`src/inc/kwdt_pkg.sv`:
```
// Constants, register map and field layout of the keyed watchdog timer
package kwdt_pkg;
	// Register bus geometry
	localparam int ADDR_W = 3;
	localparam int DATA_W = 8;

	// Register offsets
	localparam logic [2:0] ADR_CTRL = 3'h0;
	localparam logic [2:0] ADR_CAUSE = 3'h1;
	localparam logic [2:0] ADR_STAT = 3'h2;
	localparam logic [2:0] ADR_IRQ_ST = 3'h3;
	localparam logic [2:0] ADR_IRQ_MSK = 3'h4;

	// Control register layout: key in bits 7..3, period select in 2..0
	localparam int KEY_LSB = 3;
	localparam int KEY_W = 5;
	localparam int SEL_W = 3;
	localparam logic [7:0] CTRL_POR = 8'h53;
	localparam logic [4:0] KEY_DISABLE = 5'h15;
	localparam logic [4:0] KEY_ENABLE = 5'h0A;

	// Cause register: key reset flag bit
	localparam int CAUSE_KEY_BIT = 0;

	// Status register bits
	localparam int STAT_TO_BIT = 0;
	localparam int STAT_PD_BIT = 1;
	localparam int STAT_RUN_BIT = 2;

	// Interrupt status / mask bits
	localparam int IRQ_W = 2;
	localparam int IRQ_OVF_BIT = 0;
	localparam int IRQ_KEY_BIT = 1;

	// Counter width covers the longest period of 2^18 slow ticks
	localparam int CNT_W = 18;

	// Delay before a bad key turns into a device reset
	localparam int CLK_PERIOD_NS = 50;
	localparam int KEY_RST_NS = 10000;
	localparam int KEY_RST_CYC = (KEY_RST_NS + CLK_PERIOD_NS - 1)
		/ CLK_PERIOD_NS;
endpackage

```
`src/inc/kwdt_tick_if.sv`:
```
// Slow oscillator tick carried from the synchroniser to the counter
interface kwdt_tick_if;
	// One fast-clock pulse per slow oscillator rising edge
	logic tick;
	modport src (output tick);
	modport dst (input tick);
endinterface

```
`src/rtl/kwdt_low_speed_rc_oscillator_sync.sv`:
```
// Synchroniser and edge detector for the slow RC oscillator clock
module kwdt_slow_sync (
	// Clock and reset
	input wire logic i_clk,
	input wire logic i_nrst,
	// Slow oscillator pin
	input wire logic i_slow_clk,
	// Tick towards the counter
	kwdt_tick_if.src o_tick
);
	logic sync1_q; // First stage, read only by the second
	logic sync2_q; // Second stage, safe to use
	logic prev_q; // Previous settled level for edge detection

	////////////////////////////////////////////////////////////////////////
	// Two-stage synchroniser; the slow clock is far below 20 MHz
	always_ff @(posedge i_clk or negedge i_nrst) begin
		if (!i_nrst) begin
			sync1_q <= 1'b0;
			sync2_q <= 1'b0;
			prev_q <= 1'b0;
		end else begin
			sync1_q <= i_slow_clk;
			sync2_q <= sync1_q;
			prev_q <= sync2_q;
		end
	end

	// Tick on each settled rising edge, one cycle wide
	always_ff @(posedge i_clk or negedge i_nrst) begin
		if (!i_nrst) begin
			o_tick.tick <= 1'b0;
		end else begin
			o_tick.tick <= sync2_q & ~prev_q;
		end
	end
endmodule

```
`src/rtl/kwdt_top.sv`:
```
// Keyed watchdog timer: registers, counter, key check and resets
//
// Notes on behaviour
// - Count only slow RC oscillator ticks.
// - Select field picks period 2^8 to 2^18.
// - Key 10101 stops, 01010 runs.
// - Other key gives delayed full reset.
// - Bad key reset sets key reset flag.
// - Only software zero write clears flag.
// - Power-on control holds key 01010, select 011.
// - Running overflow: device reset, timeout flag.
// - Low-power overflow: PC/SP reset, timeout flag.
// - Bad key, clear, halt, pin reset clear count.
// - Clear or halt instruction restarts from software.
// - Cause register upper nibble reads zero.
// - Halt clears; counting follows enable key.
// - Power down flag: halt sets, clear clears.
module kwdt_top (
	// Clock and reset
	input wire logic I_MCLK,
	input wire logic I_NRST,
	// Register port
	input wire logic [kwdt_pkg::ADDR_W-1:0] I_ADDR,
	input wire logic [kwdt_pkg::DATA_W-1:0] I_WDATA,
	input wire logic I_WR,
	input wire logic I_RD,
	output logic [kwdt_pkg::DATA_W-1:0] O_RDATA,
	// Processor events, same clock
	input wire logic I_CLEAR_WD,
	input wire logic I_HALT,
	input wire logic I_LOW_POWER,
	input wire logic I_RSTPIN_SEL,
	// Pins from outside the clock domain
	input wire logic I_SLOW_CLK,
	input wire logic I_EXT_RST_N,
	// Reset requests and interrupt
	output logic O_DEV_RST,
	output logic O_PCSP_RST,
	output logic O_IRQ
);
	import kwdt_pkg::*;

	// Local copy of the delay so the checks can use a plain int bound
	localparam int SRST_WAIT = KEY_RST_CYC;

	////////////////////////////////////////////////////////////////////////
	// Declarations
	kwdt_tick_if tick_if (); // Slow tick from the synchroniser
	logic [7:0] ctrl_q; // Control register: key and period select
	logic [CNT_W-1:0] cnt_q; // Watchdog counter
	logic [CNT_W-1:0] cnt_d; // Next counter value
	logic [CNT_W-1:0] top_mask; // Last count of the selected period
	logic [4:0] shift; // Power of two of the period
	logic [4:0] key; // Enable key field
	logic key_run; // Key holds the run code
	logic key_stop; // Key holds the stop code
	logic key_bad; // Key holds neither code
	logic pend_q; // Bad key seen, reset delay running
	logic [15:0] dly_q; // Reset delay counter
	logic key_fire; // Delay spent, reset now
	logic ovf; // Counter overflow this cycle
	logic clr_evt; // Any event that clears the counter
	logic pin_s1_q; // Reset pin, first sync stage
	logic pin_s2_q; // Reset pin, second sync stage
	logic pin_rst; // Reset pin low with its function chosen
	logic key_flag_q; // Key reset flag, cause bit 0
	logic to_q; // Timeout status flag
	logic pd_q; // Power down flag
	logic [IRQ_W-1:0] irq_st_q; // Sticky interrupt events
	logic [IRQ_W-1:0] irq_msk_q; // Interrupt mask, 1 enables
	logic [IRQ_W-1:0] irq_set; // Events raised this cycle
	logic [7:0] rd_mux; // Read data before the output flop
	logic wr_ctrl; // Write to control register
	logic wr_cause; // Write to cause register
	logic wr_irq_st; // Write to interrupt status
	logic wr_irq_msk; // Write to interrupt mask

	////////////////////////////////////////////////////////////////////////
	// Slow oscillator tick
	kwdt_slow_sync kwdt_slow_sync_inst (
		.i_clk (I_MCLK),
		.i_nrst (I_NRST),
		.i_slow_clk (I_SLOW_CLK),
		.o_tick (tick_if.src)
	);

	////////////////////////////////////////////////////////////////////////
	// External reset pin synchroniser
	always_ff @(posedge I_MCLK or negedge I_NRST) begin
		if (!I_NRST) begin
			pin_s1_q <= 1'b1;
			pin_s2_q <= 1'b1;
		end else begin
			pin_s1_q <= I_EXT_RST_N;
			pin_s2_q <= pin_s1_q;
		end
	end

	// Pin only counts when the pin function is selected
	assign pin_rst = ~pin_s2_q & I_RSTPIN_SEL;

	////////////////////////////////////////////////////////////////////////
	// Write decode
	assign wr_ctrl = I_WR & (I_ADDR == ADR_CTRL);
	assign wr_cause = I_WR & (I_ADDR == ADR_CAUSE);
	assign wr_irq_st = I_WR & (I_ADDR == ADR_IRQ_ST);
	assign wr_irq_msk = I_WR & (I_ADDR == ADR_IRQ_MSK);

	////////////////////////////////////////////////////////////////////////
	// Key decode
	assign key = ctrl_q[KEY_LSB +: KEY_W];
	assign key_run = (key == KEY_ENABLE);
	assign key_stop = (key == KEY_DISABLE);
	assign key_bad = ~key_run & ~key_stop;

	// Period select to a power of two
	always_comb begin
		unique case (ctrl_q[SEL_W-1:0])
			3'h0: shift = 5'd8;
			3'h1: shift = 5'd10;
			3'h2: shift = 5'd12;
			3'h3: shift = 5'd14;
			3'h4: shift = 5'd15;
			3'h5: shift = 5'd16;
			3'h6: shift = 5'd17;
			3'h7: shift = 5'd18;
		endcase
	end

	// Highest count before the wrap
	assign top_mask = CNT_W'((19'h1 << shift) - 19'h1);

	////////////////////////////////////////////////////////////////////////
	// Control register; a bad-key reset returns it to its power-on value
	always_ff @(posedge I_MCLK or negedge I_NRST) begin
		if (!I_NRST) begin
			ctrl_q <= CTRL_POR;
		end else if (key_fire) begin
			ctrl_q <= CTRL_POR;
		end else if (wr_ctrl) begin
			ctrl_q <= I_WDATA;
		end
	end

	////////////////////////////////////////////////////////////////////////
	// Bad key delay; once started it runs out even if the key is mended,
	// since noise that hit the key may have hit other state too
	always_ff @(posedge I_MCLK or negedge I_NRST) begin
		if (!I_NRST) begin
			pend_q <= 1'b0;
			dly_q <= 16'h0000;
		end else if (key_fire) begin
			pend_q <= 1'b0;
			dly_q <= 16'h0000;
		end else if (pend_q) begin
			dly_q <= dly_q + 16'h0001;
		end else if (key_bad) begin
			pend_q <= 1'b1;
			dly_q <= 16'h0001;
		end
	end

	// Fires once the full delay has passed
	assign key_fire = pend_q & (dly_q == 16'(KEY_RST_CYC));

	////////////////////////////////////////////////////////////////////////
	// Counter clear sources
	assign clr_evt = key_fire | I_CLEAR_WD | I_HALT | pin_rst;

	// Overflow when the last count of the period sees another tick
	assign ovf = key_run & tick_if.tick & ~clr_evt
		& (cnt_q == top_mask);

	// Next count: clear, wrap, advance or hold
	always_comb begin
		cnt_d = cnt_q;
		if (clr_evt) begin
			cnt_d = '0;
		end else if (ovf) begin
			cnt_d = '0;
		end else if (key_run && tick_if.tick) begin
			cnt_d = cnt_q + CNT_W'(1);
		end
	end

	// Counter register; stopped key just holds the value
	always_ff @(posedge I_MCLK or negedge I_NRST) begin
		if (!I_NRST) begin
			cnt_q <= '0;
		end else begin
			cnt_q <= cnt_d;
		end
	end

	////////////////////////////////////////////////////////////////////////
	// Reset request pulses
	always_ff @(posedge I_MCLK or negedge I_NRST) begin
		if (!I_NRST) begin
			O_DEV_RST <= 1'b0;
			O_PCSP_RST <= 1'b0;
		end else begin
			// Full reset for bad key or running overflow
			O_DEV_RST <= key_fire | (ovf & ~I_LOW_POWER);
			// Light reset when sleeping or idle
			O_PCSP_RST <= ovf & I_LOW_POWER & ~key_fire;
		end
	end

	////////////////////////////////////////////////////////////////////////
	// Key reset flag: set wins over a software clear
	always_ff @(posedge I_MCLK or negedge I_NRST) begin
		if (!I_NRST) begin
			key_flag_q <= 1'b0;
		end else if (key_fire) begin
			key_flag_q <= 1'b1;
		end else if (wr_cause && !I_WDATA[CAUSE_KEY_BIT]) begin
			key_flag_q <= 1'b0;
		end
	end

	// Timeout flag: set on overflow, cleared by clear or halt
	always_ff @(posedge I_MCLK or negedge I_NRST) begin
		if (!I_NRST) begin
			to_q <= 1'b0;
		end else if (ovf) begin
			to_q <= 1'b1;
		end else if (I_CLEAR_WD || I_HALT) begin
			to_q <= 1'b0;
		end
	end

	// Power down flag: halt sets it, clear instruction clears it
	always_ff @(posedge I_MCLK or negedge I_NRST) begin
		if (!I_NRST) begin
			pd_q <= 1'b0;
		end else if (I_HALT) begin
			pd_q <= 1'b1;
		end else if (I_CLEAR_WD) begin
			pd_q <= 1'b0;
		end
	end

	////////////////////////////////////////////////////////////////////////
	// Interrupts: sticky, write one to clear, new event wins
	assign irq_set = {key_fire, ovf};

	always_ff @(posedge I_MCLK or negedge I_NRST) begin
		if (!I_NRST) begin
			irq_st_q <= '0;
		end else if (wr_irq_st) begin
			irq_st_q <= (irq_st_q & ~I_WDATA[IRQ_W-1:0]) | irq_set;
		end else begin
			irq_st_q <= irq_st_q | irq_set;
		end
	end

	// Mask register
	always_ff @(posedge I_MCLK or negedge I_NRST) begin
		if (!I_NRST) begin
			irq_msk_q <= '0;
		end else if (wr_irq_msk) begin
			irq_msk_q <= I_WDATA[IRQ_W-1:0];
		end
	end

	// Level output, one cycle behind the status bits
	always_ff @(posedge I_MCLK or negedge I_NRST) begin
		if (!I_NRST) begin
			O_IRQ <= 1'b0;
		end else begin
			O_IRQ <= |(irq_st_q & irq_msk_q);
		end
	end

	////////////////////////////////////////////////////////////////////////
	// Read mux; unmapped addresses read zero
	always_comb begin
		rd_mux = 8'h00;
		unique case (I_ADDR)
			ADR_CTRL: rd_mux = ctrl_q;
			ADR_CAUSE: rd_mux = {7'h00, key_flag_q};
			ADR_STAT: rd_mux = {5'h00, key_run, pd_q, to_q};
			ADR_IRQ_ST: rd_mux = {6'h00, irq_st_q};
			ADR_IRQ_MSK: rd_mux = {6'h00, irq_msk_q};
			default: rd_mux = 8'h00;
		endcase
	end

	// Read data stands only in the cycle after the strobe
	always_ff @(posedge I_MCLK or negedge I_NRST) begin
		if (!I_NRST) begin
			O_RDATA <= 8'h00;
		end else if (I_RD) begin
			O_RDATA <= rd_mux;
		end else begin
			O_RDATA <= 8'h00;
		end
	end
endmodule

```
`config.mk`:
```
export PLATFORM = sky130hd
export DESIGN_NAME = kwdt_top
export DESIGN_NICKNAME = d
export VERILOG_FILES = /design/src/inc/kwdt_pkg.sv /design/src/inc/kwdt_tick_if.sv /design/src/rtl/kwdt_low_speed_rc_oscillator_sync.sv /design/src/rtl/kwdt_top.sv
export SDC_FILE = /design/constraint.sdc
export NUM_CORES = 1
export LEC_CHECK = 0
export ABC_AREA = 1
export BUFFER_PORTS_ARGS = -buffer_cell sky130_fd_sc_hd__buf_2
export CAP_MARGIN = 20
export CORE_MARGIN = 10
export CORE_UTILIZATION = 45
export DETAILED_ROUTE_END_ITERATION = 8
export MAX_ROUTING_LAYER = met4
export SYNTH_ARGS = -nofsm -noshare
export SYNTH_HDL_FRONTEND = slang
export SYNTH_SLANG_ARGS = --single-unit
```
`constraint.sdc`:
```
create_clock -name I_MCLK -period 3.4 [get_ports I_MCLK]
set_input_delay 0.68 -clock I_MCLK [delete_from_list [all_inputs] [get_ports I_MCLK]]
set_output_delay 0.68 -clock I_MCLK [all_outputs]
set_load 0.02 [all_outputs]
```
# After elaboration in Yosys (flattened, before gate mapping)
# Memory sizes are Yosys's and may differ from the RTL's.
# Cells that the tools add are included.
dict set report classes {
  add_sub_neg 3
  n_eq_ne 8
  shifts 1
  muxes 20
  bitwise 30
  n_reduce_logical 12
}
# operator n
set ops {}
lappend ops {{18-bit 2-to-1 mux} 3}
lappend ops {{16-bit 2-to-1 mux} 3}
lappend ops {{8-bit one-hot mux with 5 select lines} 1}
lappend ops {{8-bit 2-to-1 mux} 3}
lappend ops {{18-bit by 1-bit adder with 18-bit output (second input constant)} 1}
lappend ops {{18-bit equality test} 1}
lappend ops {{1-bit by 5-bit << shifter with 18-bit output (first input constant)} 1}
lappend ops {{18-bit by 1-bit subtractor with 18-bit output (second input constant)} 1}
lappend ops {{16-bit by 1-bit adder with 16-bit output (second input constant)} 1}
lappend ops {{16-bit by 8-bit equality test with 1-bit output (second input constant)} 1}
lappend ops {{1-bit AND} 14}
lappend ops {{1-bit 2-to-1 mux} 9}
lappend ops {{2-bit nonzero test} 4}
lappend ops {{1-bit NOT} 7}
lappend ops {{3-bit by 2-bit equality test with 1-bit output (second input constant)} 2}
lappend ops {{3-bit nonzero test} 2}
lappend ops {{5-bit by 4-bit equality test with 1-bit output (second input constant)} 1}
lappend ops {{5-bit equality test (second input constant)} 1}
lappend ops {{2-bit AND} 2}
lappend ops {{1-bit bitwise OR} 4}
lappend ops {{2-bit bitwise OR} 2}
lappend ops {{3-bit by 1-bit equality test with 1-bit output (second input constant)} 1}
lappend ops {{3-bit equality test (second input constant)} 1}
lappend ops {{3-bit zero test} 1}
lappend ops {{other kinds (6)} 7}
dict set report totals {
  reg_bits 67
  romBits 40
  output_inout_bits 11
  elab_cells 94
  mem_count 1
}
# name depth width rd rd_ports_with_merged_regs wr line_no
set memory_table {}
lappend memory_table {{(name not given)} 8 5 1 0 0 kwdt_top.sv:118} ;# unique case (ctrl_q[SEL_W-1:0])

# Longest topological paths before layout
# Gate-level depths: netlist of the first run.
dict set report logic_depth {
  word_depth 10
  ltp_mapped 14
}

# By module
# Synthesis of the first run repeated with hierarchy kept, for this count alone.
dict set report unflattened {
  cells_unflattened 488
  area_unflattened_um2 3829.9
}
# module n_inst cells_each area_each_um2 seq_area_each_um2
set modules_own_cells {}
lappend modules_own_cells {kwdt_top 1 482 3719.8 1584.0}
lappend modules_own_cells {kwdt_slow_sync 1 6 110.1 100.1}

# Worst setup path after synthesis of the first run
# No wires, ideal clock.
dict set report synth_path {
  path_kind {flip-flop to flip-flop}
  startpoint {reg ctrl_q[0]}
  endpoint {reg cnt_q[10]}
  arrival_ps 1919
  t_required_ps 3283
  path_slack_ps 1364
  stages_incl_launch_ff 15
  path_buffers 1
  period_less_slack_ps 2036
  cell_sequence {dfstp_2 inv_2 ha_1 nand2_1 o21ai_4 nand3_4 nand2_1 inv_1 nor2_2 nand3_1 nor2_2 nand2_2 buf_6 nand3_2 nand2_1}
}
dict set report synth_via {
  elab_chain_cells 7
  word_cells_on_any_way 8
  cone_classes {add/sub (1); eq/ne (1); shift (1); mux (2); bitwise (1); reduce/logical (1); memory (1)}
}
# item line_no
set synth_rtl {}
lappend synth_rtl {{start, declared} kwdt_top.sv:49} ;# logic [7:0] ctrl_q;
lappend synth_rtl {{start signal, assigned} kwdt_top.sv:137} ;# ctrl_q <= CTRL_POR;
lappend synth_rtl {{start signal, assigned} kwdt_top.sv:139} ;# ctrl_q <= CTRL_POR;
lappend synth_rtl {{start signal, assigned} kwdt_top.sv:141} ;# ctrl_q <= I_WDATA;
lappend synth_rtl {{memory 8 x 5 bit *} -}
lappend synth_rtl {{1-bit by 5-bit << shifter with 18-bit output *} kwdt_top.sv:131} ;# assign top_mask = CNT_W'((19'h1 << shift) - 19'h1);
lappend synth_rtl {{18-bit by 1-bit subtractor with 18-bit output *} kwdt_top.sv:131}
lappend synth_rtl {{18-bit equality test *} kwdt_top.sv:172} ;# & (cnt_q == top_mask);
lappend synth_rtl {{1-bit AND *} kwdt_top.sv:172}
lappend synth_rtl {{18-bit 2-to-1 mux} kwdt_top.sv:179} ;# end else if (ovf) begin
lappend synth_rtl {{18-bit 2-to-1 mux} kwdt_top.sv:177} ;# if (clr_evt) begin
lappend synth_rtl {{end signal, assigned} kwdt_top.sv:191} ;# cnt_q <= cnt_d;
lappend synth_rtl {{end, declared} kwdt_top.sv:50} ;# logic [CNT_W-1:0] cnt_q;
# Every way passes the cells marked *; elsewhere a longest branch is shown, timed or not.
# A chain may end at the register's enable or synchronous reset.

# Final worst setup path of the first run
dict set report layout_path {
  startpoint {reg ctrl_q[0]}
  endpoint {reg cnt_q[11]}
}
# Same word-level chain as after synthesis.

==> results_dict.tcl, run 1 <==
set metrics [dict create \
    initial_core_util_pct 46.94 \
    drc 0 \
    leakage_nw 2.190 \
    yosysMostFrequentCell "nand2_1" \
    synth_edf_count 0 \
    final-setup-viol-count 0 \
    grt_pass1_wl_mm 15.52 \
    cts_tree "yes" \
    cts_made_buffers 9 \
    netlist_area_um2 3915 \
    end_kind "flop" \
    ios 32 \
    synth_top_family_by_area "simple AND/OR/NAND/NOR gates" \
    grt_overflow 0 \
    postSynthAreaPerCell_um2 7.814 \
    slowest_stage "dfstp_2" \
    routedWlPerCell_um 13.78 \
    multi_input_area_um2 1883 \
    viasPerCell 5.198 \
    drive_gt1_share_pct 18.45 \
    crit_chain "inv_2, ha_1, nand2_1, o21ai_4, nand3_1, nand2_1, nand2_1, nand2_1, nand2_1, nor2_1, nand2_2, nand3_1, nand2_1" \
    synth_compound_area_share_pct 9.779 \
    dr.pass1.iters 5 \
    tightest_slew_ns 1.079 \
    antenna_found_initial 0 \
    worstSetupStartpointType "flop" \
    relSlewSlack_pct 27.59 \
    slew_violations 0 \
    tns_ns 0 \
    grt_pass1_vias 3247 \
    nets 563 \
    post_cts_buffers 0 \
    syn_inst 501 \
    io_buffers 31 \
    yosys_warnings 0 \
    critPathArrivalTime_ns 2.72 \
    synth_xor_area_share_pct 4.027 \
    fillerInstances 798 \
    synth_top_cell_by_area "dfrtp_1" \
    synth_mux_area_share_pct 0 \
    hold_viol_final 0 \
    synth_top_flop_cell "dfrtp_1" \
    synth-simple-area-share_pct 32.50 \
    fin_crit_sh_pct 73.41 \
    drt_iter0_drc 217 \
    antenna_left 0 \
    crit_top_cell "nand2_1" \
    cpPeakStageDelay_ns 0.62 \
    total_power_mw 2.123 \
    cp.required_ns 3.63 \
    cp_max_fo 20 \
    clk_latency_ns 0.35 \
    place_congestion 0.8608 \
    clk_path_buf_depth 2 \
    postCtsHoldBufs 0 \
    dieArea_um2 12830 \
    regArea_um2 1684 \
    cts.clk_slew.worst_paths_ns 0.08 \
    fmax_mhz 400.6 \
    ys_seq_area_share_pct 43.02 \
    worstSetupPathType "reg -> reg" \
    core_um2 8341 \
    synth_common_cells "nand2_1 (121), inv_1 (62), dfrtp_1 (61)" \
    grt_max_degree 68 \
    dr_total_vias 3363 \
    p_per_area_nw_per_um2 487.2 \
    die_x_um 113.3 \
    root_buffer "clkbuf_8" \
    final_core_util_pct 52.25 \
    totalWireLength_mm 8.913 \
    clock-skew-final_ns 0.008825 \
    timing.hold.worst.class "reg -> reg" \
    synth_cell_types 46 \
    finalCriticalPeriod_ns 2.496 \
    numClockSinks 67 \
    yosys-top-cells-area "dfrtp_1 (39%), nand2_1 (12%), inv_1 (5.9%)" \
    num_rows 33 \
    ys_ff_latch 67 \
    syn_to_final_growth_pct 11.31 \
    hpwl_mm 6.472 \
    synth-async-reset-ratio_pct 100.0 \
    yosys.area.top_type_share_pct 38.99 \
    cts_resized 0 \
    synth_fa_ha_area_share_pct 1.598 \
    grt_usage_pct 14.80 \
    cts.htree.levels 3 \
    rsz0062_at_grt "no" \
    peakVddDrop_mv 0.3207 \
    diodes 0 \
    maxCapViolCount 0 \
    die_y_um 113.3 \
    outcome "completed" \
]
## layer usage
layer / share of wire [%] / vias up / GRT usage [%]
li1: - / 1694 / -
met1: 50 / 1605 / 19.27
met2: 45 / 55 / 22.58
met3: 3.3 / 9 / 2.853
met4: 1.3 / 0 / 4.907
met5: 0 / - / -
## kinds of logic (layout without fill, tap and decap cells)
logic type               after synthesis  count (layout)
AND/OR/NAND/NOR                      268             268
buffers and inverters                 83             123
flip-flops                            67              67
AO/OA/AOI/OAI                         59              59
XOR/XNOR                              18              18
adder cells (fa/ha/maj)                5               5
other                                  1               2
## cell usage in the layout, fill, tap and decap left out, drive strengths merged, types with 3 or more instances in the layout
master,count
nand2,129
inv,75
dfrtp,61
nor2,54
nand3,51
buf,32
o21ai,30
nand4,17
xor2,15
nor3,11
clkbuf,10
o22ai,9
dfstp,6
a31oi,5
ha,5
o211ai,5
a21oi,5
clkinv,4
xnor2,3
## registers in the layout, summed over array words and instances (netlist names)
| register | count |
|---|---|
| irq_st_q | 2 |
| O_IRQ | 1 |
| ctrl_q | 8 |
| kwdt_slow_sync_inst.prev_q | 1 |
| pd_q | 1 |
| kwdt_slow_sync_inst.sync1_q | 1 |
| to_q | 1 |
| key_flag_q | 1 |
| O_PCSP_RST | 1 |
| pin_s1_q | 1 |
| pin_s2_q | 1 |
| pend_q | 1 |
| irq_msk_q | 2 |
| O_DEV_RST | 1 |
| cnt_q | 18 |
| O_RDATA | 8 |
| kwdt_slow_sync_inst.sync2_q | 1 |
| dly_q | 16 |
| kwdt_slow_sync_inst.o_tick.tick | 1 |
## final timing paths
check,startpoint,end,slack (ns),depth (start not counted)
setup / recovery,ctrl_q[0]$_DFFE_PN1P_,cnt_q[11]$_DFFE_PN0P_,0.90,13
hold / removal,kwdt_slow_sync_inst.sync1_q$_DFF_PN0_,kwdt_slow_sync_inst.sync2_q$_DFF_PN0_,0.35,0
setup reg to reg,ctrl_q[0]$_DFFE_PN1P_,cnt_q[11]$_DFFE_PN0P_,0.90,13
hold reg to reg,kwdt_slow_sync_inst.sync1_q$_DFF_PN0_,kwdt_slow_sync_inst.sync2_q$_DFF_PN0_,0.35,0
max in group asynchronous,I_NRST,cnt_q[8]$_DFFE_PN0P_,2.32,2
min in group asynchronous,I_NRST,irq_msk_q[1]$_DFFE_PN0P_,0.52,2
## critical path, delay by kind of cell, from the launching register on
family                     cells  cell delay, ns
AOI/OAI and AO/OA              1            0.13
and+or+nand+nor               10            1.20
buffers and inverters          1            0.08
DFF                            1            0.62
adders and majority gates      1            0.35
## layout make-up
class	instances	share of cell area, %
Clock buffer	10	3.158
Clock inverter	6	1.665
Inverter	75	6.575
Multi-Input combinational cell	352	43.21
Sequential cell	67	38.64
Tap cell	105	3.015
Timing Repair Buffer	32	3.732
## per-stage QoR
| step | area (µm²) | cells | setup WS, ns | hold slack (ns) |
|---|---|---|---|---|
| global placement | 4148 | 631 | 1.053 | 0.3320 |
| global route | 4358 | 647 | 0.6097 | 0.3860 |
| finish | 4358 | 647 | 0.9040 | 0.3535 |
| floorplan | 3919 | 502 | 1.364 | 0.3312 |
| CTS | 4358 | 647 | 0.9208 | 0.3623 |
| detailed placement | 4148 | 631 | 0.9327 | 0.3396 |
## power by group
part	switching [mW]	internal [mW]	leakage, nW
logic	0.275	0.173	1.21
registers	0.0866	0.888	0.872
clock network	0.334	0.366	0.103
(Power assumes the default switching activity.)
==> run 2, diff against run 1 <==
--- a/config.mk
+++ b/config.mk
@@ -12,6 +12,7 @@
 export CORE_UTILIZATION = 45
 export DETAILED_ROUTE_END_ITERATION = 8
 export MAX_ROUTING_LAYER = met4
+export PLACE_DENSITY = 0.65
 export SYNTH_ARGS = -nofsm -noshare
 export SYNTH_HDL_FRONTEND = slang
 export SYNTH_SLANG_ARGS = --single-unit
==> constraint.sdc (replaced) <==
create_clock -name I_MCLK -period 2.01 [get_ports I_MCLK]
set_input_delay 0.402 -clock I_MCLK [delete_from_list [all_inputs] [get_ports I_MCLK]]
set_output_delay 0.402 -clock I_MCLK [all_outputs]
set_load 0.02 [all_outputs]
==> run 2 against run 1 <==
Compared with the run above: the run now ends with setup timing left; sequential share of layout area fell by 2.2 points; combinational power rose by 98%; register-to-register slack got worse by 0.97 ns; clock skew rose by 0.0037 ns; global-route usage fell by 0.098 points; critical path depth fell by 1; worst setup slack got worse by 0.97 ns; die area did not move; fmax rose by 20%; hold slack got worse by 0.20 ns; highest routed layer unchanged.
==> results_dict.tcl, run 2 (synthesis gave the netlist of run 1 again) <==
set metrics [dict create \
    outcome "finished with violations" \
    totalWireLength_mm 9.021 \
    grt_usage_pct 14.70 \
    layout_commonest_cell "nand2_1" \
    regArea_um2 1685 \
    grt_max_degree 30 \
    dr.pass1.iters 5 \
    grt_pass1_vias 3283 \
    largest_register_ff_count 18 \
    hold_viol_final 0 \
    fin_crit_sh_pct 103.2 \
    drc 0 \
    final-setup-viol-count 19 \
    die_y_um 113.3 \
    finalWorstSetupSlack_ns -0.06401 \
    nets 583 \
    reg_top3 "cnt_q: 18 flops, dly_q: 16 flops" \
    antenna_left 0 \
    cp.required_ns 2.25 \
    clk_path_buf_depth 2 \
    peakVddDrop_mv 0.6474 \
    leakage_nw 2.312 \
    num_rows 33 \
    worstSetupStartpointType "flop" \
    final_core_util_pct 55.39 \
    cts.htree.levels 3 \
    grt_pass1_wl_mm 15.40 \
    clock-skew-final_ns 0.01255 \
    clk_latency_ns 0.35 \
    end_kind "flop" \
    cts.clk_slew.worst_paths_ns 0.07 \
    cts_tree "yes" \
    multi_input_area_um2 1967 \
    diodes 0 \
    viasPerCell 5.162 \
    initial_core_util_pct 46.94 \
    finalCriticalPeriod_ns 2.074 \
    maxCapViolCount 0 \
    slew_violations 0 \
    critPathArrivalTime_ns 2.31 \
    routedWlPerCell_um 13.52 \
    grt_overflow 0 \
    total_power_mw 3.688 \
    cts_made_buffers 9 \
    hpwl_mm 6.592 \
    drt_iter0_drc 181 \
    failed_checks "setup timing" \
    fmax_mhz 482.2 \
    relSlewSlack_pct 66.26 \
    top_register "cnt_q" \
    place_congestion 0.8951 \
    rsz0062_at_grt "yes" \
    final_cell_mix "nand2_1 (119), dfrtp_1 (60), inv_1 (60), nor2_1 (44), nand3_1 (33)" \
    fillerInstances 776 \
    ios 32 \
    p_per_area_nw_per_um2 798.4 \
    die_x_um 113.3 \
    numClockSinks 67 \
    syn_to_final_growth_pct 17.99 \
    dieArea_um2 12830 \
    antenna_found_initial 0 \
    timing.hold.worst.class "in -> reg" \
    cp_max_fo 17 \
    root_buffer "clkbuf_8" \
    dr_total_vias 3443 \
    drive_gt1_share_pct 24.02 \
    worstSetupPathType "reg -> reg" \
    tightest_slew_ns 0.5050 \
    core_um2 8341 \
    io_buffers 31 \
]
==> run 2: worst max-delay path: stages (launching register included) <==
cell and delay (ns):
dfstp_2 0.54, inv_2 0.05, ha_4 0.26, buf_4 0.14, a21oi_4 0.15, nand3_2 0.10
nand3_2 0.09, nand3_1 0.09, nor2_2 0.16, nand2_2 0.10, buf_12 0.17, nand3_1 0.07
nand2_1 0.05
==> run 2: cell type report <==
cell class | instances | area share (%)
clock buffers | 12 | 3.359
clock inverters | 4 | 1.083
inverters | 75 | 6.203
multi-input cells | 352 | 42.58
flip-flops and latches | 67 | 36.48
well taps | 105 | 2.844
repair buffers | 52 | 7.449
==> run 2: where the power goes <==
| part | leakage, nW | switching, mW | internal [mW] |
|---|---|---|---|
| combinational | 1.34 | 0.520 | 0.366 |
| clock | 0.0986 | 0.529 | 0.639 |
| sequential | 0.871 | 0.132 | 1.50 |
==> run 2: layer usage <==
metal	vias to the layer above	global-route usage [%]	part of all wire [%]
met5	-	-	0
met4	0	3.892	0.59
met3	4	4.754	6.0
met2	89	23.20	47
met1	1614	17.72	46
li1	1736	-	-
==> run 2: timing repair <==
action,4_1_cts,5_1_grt
setup endpoints to repair,18,21
endpoints found under the hold margin,13,0
hold buffers,1,0
setup buffers,1,2
pin swaps,0,4
resized for setup,2,18
cloned,0,0
==> run 2: worst paths after layout <==
check                                                            from                               endpoint  slack (ns)  depth (start not counted)
min in group asynchronous                                      I_NRST               irq_msk_q[1]$_DFFE_PN0P_        0.51                          2
worst min-delay path                                      I_EXT_RST_N                     pin_s1_q$_DFF_PN1_        0.16                          1
max in group asynchronous                                      I_NRST                  ctrl_q[6]$_DFFE_PN1P_        0.93                          3
worst max-delay path                            ctrl_q[0]$_DFFE_PN1P_                  cnt_q[17]$_DFFE_PN0P_       -0.06                         12
worst max register to register                  ctrl_q[0]$_DFFE_PN1P_                  cnt_q[17]$_DFFE_PN0P_       -0.06                         12
worst min register to register  kwdt_slow_sync_inst.sync1_q$_DFF_PN0_  kwdt_slow_sync_inst.sync2_q$_DFF_PN0_        0.35                          0
==> run 2: per-stage QoR <==
| stage | cells | cell area, µm² | setup TNS [ns] | hold slack (ns) | worst slack, ns |
|---|---|---|---|---|---|
| floorplan | 502 | 3931 | 0 | 0.1064 | 0.03506 |
| global placement | 647 | 4305 | 0 | 0.3322 | 0.01590 |
| detailed placement | 647 | 4305 | -0.3798 | 0.3364 | -0.04190 |
| CTS | 665 | 4533 | 0 | 0.1440 | 0.001604 |
| global route | 667 | 4619 | -2.474 | 0.1336 | -0.1379 |
| finish | 667 | 4619 | -0.8209 | 0.1574 | -0.06401 |
